$ cat src/logic/srp_pkg.sv
package srp_pkg;

  localparam int unsigned SRP_DATA_W = 16;
  localparam int unsigned SRP_ADDR_W = 12;

  // word offsets on the host interface
  localparam logic [11:0] SRP_OFS_PROC_ONE  = 12'h000;
  localparam logic [11:0] SRP_OFS_PROC_TWO  = 12'h001;
  localparam logic [11:0] SRP_OFS_ERR_ONE   = 12'h002;
  localparam logic [11:0] SRP_OFS_RESERVED_WORD_THREE_THREE = 12'h003;

  localparam logic [15:0] SRP_RST_PROC_ONE = 16'h0000;
  localparam logic [15:0] SRP_RST_PROC_TWO = 16'h0000;
  localparam logic [15:0] SRP_RST_ERR_ONE  = 16'h0000;

  // implemented bits; everything else reads zero and ignores writes
  localparam logic [15:0] SRP_MASK_PROC_ONE = 16'h5EDF;
  localparam logic [15:0] SRP_MASK_PROC_TWO = 16'h6000;
  localparam logic [15:0] SRP_MASK_ERR_ONE  = 16'h077F;

  // processing_control_one fields
  localparam int unsigned SRP_B_TIMING_REF_REMAP_OFF      = 14;
  localparam int unsigned SRP_B_EDH_FLAG_FREEZE           = 12;
  localparam int unsigned SRP_B_EDH_CHECKWORD_INSERT_OFF  = 11;
  localparam int unsigned SRP_B_BLANK_SELECT              = 10;
  localparam int unsigned SRP_B_ANCILLARY_EXTRACT_OFF     = 9;
  localparam int unsigned SRP_B_TIMING_FORMAT_PIN_OVERRIDE = 7;
  localparam int unsigned SRP_B_TIMING_FORMAT             = 6;
  localparam int unsigned SRP_B_ILLEGAL_CODE_REMAP_OFF    = 4;
  localparam int unsigned SRP_B_ANCILLARY_SUM_INSERT_OFF  = 3;
  localparam int unsigned SRP_B_LINE_CHECKWORD_INSERT_OFF = 2;
  localparam int unsigned SRP_B_LINE_NUMBER_INSERT_OFF    = 1;
  localparam int unsigned SRP_B_TIMING_REF_INSERT_OFF     = 0;

  // processing_control_two fields
  localparam int unsigned SRP_B_ASI_POLARITY_FORCE          = 14;
  localparam int unsigned SRP_B_ASI_POLARITY_AUTODETECT_OFF = 13;

  // error_status_one fields
  localparam int unsigned SRP_B_VIDEO_STANDARD_ERROR      = 10;
  localparam int unsigned SRP_B_FULL_FIELD_CHECKWORD_ERR  = 9;
  localparam int unsigned SRP_B_ACTIVE_PICTURE_CHECKWORD_ERR = 8;
  localparam int unsigned SRP_B_CHROMA_ANCILLARY_SUM_ERR  = 6;
  localparam int unsigned SRP_B_LUMA_ANCILLARY_SUM_ERR    = 5;
  localparam int unsigned SRP_B_CHROMA_LINE_CHECKWORD_ERR = 4;
  localparam int unsigned SRP_B_LUMA_LINE_CHECKWORD_ERR   = 3;
  localparam int unsigned SRP_B_LINE_NUMBER_ERR           = 2;
  localparam int unsigned SRP_B_START_ACTIVE_VIDEO_ERR    = 1;
  localparam int unsigned SRP_B_END_ACTIVE_VIDEO_ERR      = 0;

  typedef struct packed {
    logic              wr;
    logic              rd;
    logic [11:0]       addr;
    logic [15:0]       wdata;
  } srp_host_req_s;

  // one-cycle event pulses from the video checkers
  typedef struct packed {
    logic video_standard_error;
    logic full_field_checkword_error;
    logic active_picture_checkword_error;
    logic chroma_ancillary_sum_error;
    logic luma_ancillary_sum_error;
    logic chroma_line_checkword_error;
    logic luma_line_checkword_error;
    logic line_number_error;
    logic start_active_video_error;
    logic end_active_video_error;
  } srp_err_s;

  typedef struct packed {
    logic line_blank;
    logic trs_h_bit;
    logic cea_hsync;
  } srp_timing_s;

  typedef struct packed {
    logic timing_ref_remap_off;
    logic edh_flag_freeze;
    logic edh_checkword_insert_off;
    logic ancillary_extract_off;
    logic illegal_code_remap_off;
    logic ancillary_sum_insert_off;
    logic line_checkword_insert_off;
    logic line_number_insert_off;
    logic timing_ref_insert_off;
    logic timing_format_cea;
  } srp_ctrl_s;

endpackage

$ cat src/logic/srp_regs.sv
// Summary of operation
// - bit 14 stops TRS word remapping
// - bit 12 freezes EDH error flags
// - bit 11 stops EDH CRC correction, insertion
// - bit 10 low: H spans whole blanking
// - bit 10 high: H follows TRS H bit
// - blanking selection only when CEA timing off
// - bit 9 disables ancillary extraction FIFO
// - bit 7 replaces pin with register format bit
// - bit 6 selects FVH or CEA timing
// - bit 4 stops illegal code remapping
// - bit 3 stops ancillary checksum insertion
// - bit 2 stops HD line CRC insertion
// - bit 1 stops HD line number insertion
// - bit 0 stops TRS word insertion
// - ASI polarity autodetect unless bit 13 high
// - autodetect off: bit 14 forces polarity
// - status bit 10 flags video standard error
// - status bits 9, 8 flag EDH CRC errors
// - status bits 6, 5 flag ancillary checksum errors
// - status bits 4, 3 flag line CRC errors
// - status bit 2 flags line number error
// - status bits 1, 0 flag SAV, EAV errors
module srp_regs #(
  parameter int unsigned DATA_W = 16,
  parameter int unsigned ADDR_W = 12
) (
  input  wire logic                  ref_clk,
  input  wire logic                  sys_rst,
  input  wire srp_pkg::srp_host_req_s host_req,
  output logic [15:0]                host_rdata,
  output logic                       host_rvalid,
  input  wire logic                  timing_format_pin,
  input  wire srp_pkg::srp_timing_s  timing_in,
  input  wire logic                  asi_mode,
  input  wire logic                  asi_detected_inverted,
  input  wire srp_pkg::srp_err_s     err_in,
  output srp_pkg::srp_ctrl_s         ctrl,
  output logic                       h_blank,
  output logic                       asi_invert
);
  import srp_pkg::*;

  if (DATA_W != SRP_DATA_W || ADDR_W != SRP_ADDR_W) begin : g_bad_width
    $error("srp_regs: only 16-bit data and 12-bit addresses are supported");
  end

  logic [15:0] proc_one_r;
  logic [15:0] proc_one_nxt;
  logic [15:0] proc_two_r;
  logic [15:0] proc_two_nxt;
  logic [15:0] err_stat_r;
  logic [15:0] err_stat_nxt;
  logic [15:0] rdata_r;
  logic [15:0] rdata_nxt;
  logic        rvalid_r;
  logic        rvalid_nxt;
  srp_ctrl_s   ctrl_r;
  srp_ctrl_s   ctrl_nxt;
  logic        h_blank_r;
  logic        h_blank_nxt;
  logic        asi_invert_r;
  logic        asi_invert_nxt;
  logic [15:0] err_event;
  logic        wr_one;
  logic        wr_two;
  logic        wr_err;
  logic        format_cea;

  assign wr_one = host_req.wr && (host_req.addr == SRP_OFS_PROC_ONE);
  assign wr_two = host_req.wr && (host_req.addr == SRP_OFS_PROC_TWO);
  assign wr_err = host_req.wr && (host_req.addr == SRP_OFS_ERR_ONE);

  // configuration registers
  always_comb begin
    proc_one_nxt = proc_one_r;
    proc_two_nxt = proc_two_r;
    if (wr_one) begin
      proc_one_nxt = host_req.wdata & SRP_MASK_PROC_ONE;
    end
    if (wr_two) begin
      proc_two_nxt = host_req.wdata & SRP_MASK_PROC_TWO;
    end
  end

  always_ff @(posedge ref_clk) begin
    if (sys_rst) begin
      proc_one_r <= SRP_RST_PROC_ONE;
      proc_two_r <= SRP_RST_PROC_TWO;
    end else begin
      proc_one_r <= proc_one_nxt;
      proc_two_r <= proc_two_nxt;
    end
  end

  // error events placed at their status positions
  always_comb begin
    err_event                                     = 16'h0000;
    err_event[SRP_B_VIDEO_STANDARD_ERROR]         = err_in.video_standard_error;
    err_event[SRP_B_FULL_FIELD_CHECKWORD_ERR]     = err_in.full_field_checkword_error;
    err_event[SRP_B_ACTIVE_PICTURE_CHECKWORD_ERR] =
      err_in.active_picture_checkword_error;
    err_event[SRP_B_CHROMA_ANCILLARY_SUM_ERR]     = err_in.chroma_ancillary_sum_error;
    err_event[SRP_B_LUMA_ANCILLARY_SUM_ERR]       = err_in.luma_ancillary_sum_error;
    err_event[SRP_B_CHROMA_LINE_CHECKWORD_ERR]    = err_in.chroma_line_checkword_error;
    err_event[SRP_B_LUMA_LINE_CHECKWORD_ERR]      = err_in.luma_line_checkword_error;
    err_event[SRP_B_LINE_NUMBER_ERR]              = err_in.line_number_error;
    err_event[SRP_B_START_ACTIVE_VIDEO_ERR]       = err_in.start_active_video_error;
    err_event[SRP_B_END_ACTIVE_VIDEO_ERR]         = err_in.end_active_video_error;
  end

  // a host write only ever clears; an event in the same cycle survives it
  for (genvar i = 0; i < 16; i++) begin : g_sticky
    if (SRP_MASK_ERR_ONE[i]) begin : g_live
      assign err_stat_nxt[i] = err_event[i] | (err_stat_r[i] & ~wr_err);
    end else begin : g_reserved_word_three
      assign err_stat_nxt[i] = 1'b0;
    end
  end

  always_ff @(posedge ref_clk) begin
    if (sys_rst) begin
      err_stat_r <= SRP_RST_ERR_ONE;
    end else begin
      err_stat_r <= err_stat_nxt;
    end
  end

  // read port: data one cycle after the strobe
  always_comb begin
    rvalid_nxt = host_req.rd;
    rdata_nxt  = 16'h0000;
    if (host_req.rd) begin
      case (host_req.addr)
        SRP_OFS_PROC_ONE: begin
          rdata_nxt = proc_one_r;
        end
        SRP_OFS_PROC_TWO: begin
          rdata_nxt = proc_two_r;
        end
        SRP_OFS_ERR_ONE: begin
          rdata_nxt = err_stat_r;
        end
        default: begin
          rdata_nxt = 16'h0000;
        end
      endcase
    end
  end

  always_ff @(posedge ref_clk) begin
    if (sys_rst) begin
      rdata_r  <= 16'h0000;
      rvalid_r <= 1'b0;
    end else begin
      rdata_r  <= rdata_nxt;
      rvalid_r <= rvalid_nxt;
    end
  end

  // control outputs and timing selection
  assign format_cea = proc_one_r[SRP_B_TIMING_FORMAT_PIN_OVERRIDE]
                    ? proc_one_r[SRP_B_TIMING_FORMAT]
                    : timing_format_pin;

  always_comb begin
    ctrl_nxt.timing_ref_remap_off      = proc_one_r[SRP_B_TIMING_REF_REMAP_OFF];
    ctrl_nxt.edh_flag_freeze           = proc_one_r[SRP_B_EDH_FLAG_FREEZE];
    ctrl_nxt.edh_checkword_insert_off  = proc_one_r[SRP_B_EDH_CHECKWORD_INSERT_OFF];
    ctrl_nxt.ancillary_extract_off     = proc_one_r[SRP_B_ANCILLARY_EXTRACT_OFF];
    ctrl_nxt.illegal_code_remap_off    = proc_one_r[SRP_B_ILLEGAL_CODE_REMAP_OFF];
    ctrl_nxt.ancillary_sum_insert_off  = proc_one_r[SRP_B_ANCILLARY_SUM_INSERT_OFF];
    ctrl_nxt.line_checkword_insert_off = proc_one_r[SRP_B_LINE_CHECKWORD_INSERT_OFF];
    ctrl_nxt.line_number_insert_off    = proc_one_r[SRP_B_LINE_NUMBER_INSERT_OFF];
    ctrl_nxt.timing_ref_insert_off     = proc_one_r[SRP_B_TIMING_REF_INSERT_OFF];
    ctrl_nxt.timing_format_cea         = format_cea;
    // in CEA format the line carries the horizontal sync instead of blanking
    if (format_cea) begin
      h_blank_nxt = timing_in.cea_hsync;
    end else if (proc_one_r[SRP_B_BLANK_SELECT]) begin
      h_blank_nxt = timing_in.trs_h_bit;
    end else begin
      h_blank_nxt = timing_in.line_blank;
    end
    // polarity choice matters only to the ASI decoder
    if (!asi_mode) begin
      asi_invert_nxt = 1'b0;
    end else if (!proc_two_r[SRP_B_ASI_POLARITY_AUTODETECT_OFF]) begin
      asi_invert_nxt = asi_detected_inverted;
    end else begin
      asi_invert_nxt = ~proc_two_r[SRP_B_ASI_POLARITY_FORCE];
    end
  end

  always_ff @(posedge ref_clk) begin
    if (sys_rst) begin
      ctrl_r       <= '0;
      h_blank_r    <= 1'b0;
      asi_invert_r <= 1'b0;
    end else begin
      ctrl_r       <= ctrl_nxt;
      h_blank_r    <= h_blank_nxt;
      asi_invert_r <= asi_invert_nxt;
    end
  end

  assign host_rdata  = rdata_r;
  assign host_rvalid = rvalid_r;
  assign ctrl        = ctrl_r;
  assign h_blank     = h_blank_r;
  assign asi_invert  = asi_invert_r;

  // every live status bit must record its event on the next edge, clear or not
  for (genvar j = 0; j < 16; j++) begin : g_set_chk
    if (SRP_MASK_ERR_ONE[j]) begin : g_live

    end
  end
endmodule // srp_regs

$ cat config.mk
export PLATFORM = sky130hd
export DESIGN_NAME = srp_regs
export DESIGN_NICKNAME = d
export VERILOG_FILES = /design/src/logic/srp_pkg.sv /design/src/logic/srp_regs.sv
export SDC_FILE = /design/constraint.sdc
export NUM_CORES = 1
export LEC_CHECK = 0
export BUFFER_PORTS_ARGS = -buffer_cell sky130_fd_sc_hd__buf_2
export CAP_MARGIN = 25
export CORE_ASPECT_RATIO = 0.75
export CORE_UTILIZATION = 40
export CTS_CLUSTER_DIAMETER = 40
export CTS_CLUSTER_SIZE = 28
export DETAILED_ROUTE_END_ITERATION = 10
export PLACE_DENSITY = 0.81
export SETUP_SLACK_MARGIN = 0.2
export SLEW_MARGIN = 20
export SYNTH_ARGS = -nofsm -noshare
export SYNTH_HDL_FRONTEND = slang
export SYNTH_SLANG_ARGS = --single-unit
$ cat constraint.sdc
create_clock -name ref_clk -period 1.7 [get_ports ref_clk]
set_clock_uncertainty 0.1 [all_clocks]
set_input_delay 0.17 -clock ref_clk [delete_from_list [all_inputs] [get_ports ref_clk]]
set_output_delay 0.17 -clock ref_clk [all_outputs]
set_load 0.05 [all_outputs]
---- Yosys cells after proc, flatten, opt, wreduce, memory -nomap -nowiden ----
Cells that the tools add are included.
word-level totals
  bits in registers ....................... 59
  bits of input ports ..................... 48
  output and inout bits ................... 29
  logic and storage cells ................. 55
operators by class
  equal/unequal tests ..................... 2
  muxes and demuxes ....................... 5
  bitwise logic cells ..................... 24
  reductions and logical operators ........ 6
operators by type and width
  operator                                               number
  one-hot mux 16 bit (3 select lines)                    1
  equality test 12 x 1 -> 1 bit (second input constant)  1
  equality test 12 x 2 -> 1 bit (second input constant)  1
  zero test 12 bit                                       1
  AND 1 bit                                              10
  bitwise OR 1 bit                                       10
  2-to-1 mux 1 bit                                       4
  NOT 1 bit                                              4
  OR reduction 2 bit                                     2
  logical AND 1 bit                                      3

---- Longest topological paths before layout ----
  depth in word-level cells ............... 5
  mapped depth ............................ 4
  gate-level depth less buffers ........... 3

---- Worst setup path after synthesis ----
Ideal clock, no wire load.
  path type ............................... input-to-reg
  from .................................... input host_req[25] (netlist name)
  to ...................................... register proc_one_r[11]
  setup time .............................. 0.121 ns
  arrival time ............................ 1.549 ns
  data required time ...................... 1.479 ns
  path slack .............................. -0.070 ns
  stages .................................. 4
  path buffers ............................ 1
  path through ............................ or4_4 > nor4_4 > buf_8 > mux2_4
between the ends
  longest elaborated chain between the ends .. 2
ends and longest elaborated chain
  item                    line            text
  start: declaration      srp_regs.sv:30  input wire srp_pkg::srp_host_req_s host_req,
  zero test 12 bit        srp_regs.sv:70  assign wr_one = host_req.wr && (host_req.addr == SRP_OFS_PROC_ONE);
  logical AND 1 bit       srp_regs.sv:70
  end signal: assignment  srp_regs.sv:91  proc_one_r <= proc_one_nxt;
  end: declaration        srp_regs.sv:48  logic [15:0] proc_one_r;
No other way between the ends.
A chain may end at the register's enable or synchronous reset.

---- Worst setup path in the final report ----
  from .................................... input host_req[22] (netlist name)
  to ...................................... register proc_one_r[2]
Same word-level chain as after synthesis.

==> impl_metrics.tcl <==
set metrics [dict create \
    slew_headroom 0.658 \
    power_frac_clock 0.310 \
    yosysSeqAreaShare 0.519 \
    drc 0 \
    cts_root_buf "clkbuf_8" \
    power.leakage_nw 1.21 \
    place_congestion 0.787 \
    min_path_type "in -> reg" \
    start_kind "primary input" \
    ir_drop_mv 0.387 \
    setup_violations 0 \
    htree_levels 2 \
    cap_violations 0 \
    path_class "in -> reg" \
    rows 21 \
    antenna_cells 0 \
    die_y_um 63.3 \
    finalNetCount 341 \
    netlist_area_um2 2010 \
    clock_latency_ns 0.30 \
    p_sw_uw 502 \
    fmax_ghz 0.628 \
    r2r_start "proc_one_r[7]" \
    reg2reg_to "h_blank" \
    crit_fanout 5 \
    internal_power_mw 1.62 \
    overflow 0 \
    cp-endpoint "proc_one_r[2]" \
    crit_arrival_ns 1.69 \
    port_buffers 72 \
    vias_per_cell 5.14 \
    synth.avg_cell_area_um2 10.2 \
    antenna_found_initial 0 \
    boundaryPins 77 \
    status "finished, final reports clean" \
    p_seq_frac 0.588 \
    synth_cell_types 28 \
    finalHoldViolations 0 \
    hpwl_um 3720 \
    core_um2 4620 \
    drive_gt1_frac 0.420 \
    fin_tns_setup_ns 0 \
    crit_path_start "host_req[22]" \
    area_growth_pct 36.7 \
    grt_pass1_vias 1668 \
    end_kind "flip-flop" \
    syn_nets 244 \
    drv_slew 0 \
    grt_start_max_net_pins 30 \
    switching_share 0.236 \
    ant_nets 0 \
    post-place-cells 341 \
    p_comb_frac 0.102 \
    r2r_slack_ns 0.47 \
    multiInputGateArea_um2 920 \
    ys_warn_count 0 \
    register_area_um2 1040 \
    powerDensity_nw_per_um2 774 \
    required_ns 1.80 \
    grt_pass1_wl_um 7840 \
    vias 1800 \
    holdWs_ns 0.0173 \
    period_minus_slack_ns 1.59 \
    worstRegToRegCells 3 \
    synth_cells 196 \
    route.detailed.wl_per_inst_um 14.1 \
    start_util 0.434 \
    finalCritPeriodShare 0.937 \
    nFillCells 425 \
    drt_iter0_drc 84 \
    cts_tree "done" \
    track_usage 0.190 \
    ys_ff_latch 52 \
    cts_buffer_depth 2 \
    tightest_slew_ns 0.509 \
    path_clk_slew_ns 0.09 \
    dr.pass1.iters 4 \
    rsz0062_at_grt "yes" \
    die_area_um2 5310 \
    die_x_um 83.8 \
    cts_sinks 52 \
    totalWireLength_um 4940 \
    final_cells 350 \
    cts_made_buffers 5 \
]
-- layer usage --
metal  wire (µm)  global-route usage  share of wire
met5           0                   0              0
met4          53              0.0742          0.011
met3         399              0.0603          0.081
met2        2150               0.295           0.44
met1        2340               0.246           0.47
-- through the flow --
stage	setup slack, ns	power (mW)	instance area [µm²]	util
floorplan	-0.0692	1.37	2010	-
global placement	-0.170	1.48	2620	0.566
detailed placement	-0.207	1.49	2620	0.566
CTS	0.123	2.14	2700	0.583
global route	0.112	2.22	2740	0.593
finish	0.108	2.12	2740	0.593
-- cell usage after synthesis, drive strengths merged --
master  instances  area, µm²
dfxtp          52       1040
nor2           23       86.3
nor2b          17        106
nand2b         11       68.8
nand4          11       68.8
a311oi         10       87.6
nand2          10       37.5
clkbuf          9       33.8
mux2i           9       90.1
mux2            8        113
a211oi          5       37.5
a21oi           5       25.0
and4            4       35.0
nor4            4       46.3
and3            3       18.8
buf             3       27.5
inv             3       11.3
nor4b           3       26.3
or4             3       30.0
conb            1       3.75
nor3            1       5.00
nor3b           1       7.51
-- timing repair --
item / 4_1_cts / 5_1_grt
gates cloned: 0 / 1
setup endpoints to repair: 9 / 12
gates resized for setup: 0 / 3
setup buffers: 0 / 1
hold buffers: 0 / 0
pin swaps: 1 / 2
-- final cells by class --
cell class | count | share of cell area
clock inverters | 1 | 0.00182
multi-input cells | 129 | 0.335
flip-flops and latches | 52 | 0.380
inverters | 3 | 0.00411
well taps | 57 | 0.0260
repair buffers | 102 | 0.227
clock buffers | 6 | 0.0265
-- registers in the layout, summed over array words and instances, names as in the netlist --
signal       cells
proc_two_r       2
asi_invert       1
proc_one_r      12
host_rvalid      1
h_blank          1
host_rdata      15
ctrl            10
err_stat_r      10
-- worst min-delay path by stage --
stage	startpoint	endpoint	cells past startpoint
after floorplan	sys_rst	ctrl[1]	1
after global placement	host_req[10]	proc_one_r[10]	3
after detailed placement	host_req[13]	proc_two_r[13]	3
after CTS	host_req[13]	proc_two_r[13]	3
after global routing	asi_mode	asi_invert	2
final	host_req[10]	proc_one_r[10]	3
-- worst max-delay path: stages --
cell       delay [ns]
buf_6            0.09
or4_4            0.55
nor4_4           0.25
buf_4            0.18
clkbuf_16        0.15
mux2_4           0.29
-- power by group through the flow --
| stage | combinational (mW) | clock (mW) | sequential, mW |
|---|---|---|---|
| 5_1_grt | 0.235 | 0.737 | 1.25 |
| 3_5_place_dp | 0.213 | 0 | 1.28 |
| 4_1_cts | 0.214 | 0.679 | 1.25 |
| 3_3_place_gp | 0.208 | 0 | 1.28 |
| 6_report | 0.216 | 0.658 | 1.25 |
| 2_1_floorplan | 0.0791 | 0 | 1.29 |
-- cell usage in the layout, fill, tap and decap left out, types with 4 or more instances in the layout --
master,instances
a21oi_1,5
and4_1,4
nor2_1,23
buf_2,71
dfxtp_1,52
nand2_1,10
mux2i_1,9
nand2b_1,11
a211oi_1,5
clkbuf_8,5
mux2_4,8
buf_4,28
a311oi_1,10
nor2b_1,17
nand4_1,11
-- logic make-up after synthesis --
| family | count (synthesis) | synth area share |
|---|---|---|
| muxes | 17 | 0.101 |
| buffers and inverters | 15 | 0.0362 |
| AOI/OAI and AO/OA | 20 | 0.0748 |
| other | 1 | 0.00187 |
| and+or+nand+nor | 91 | 0.267 |
| DFF | 52 | 0.519 |
Power figures use the tool's default switching activity.
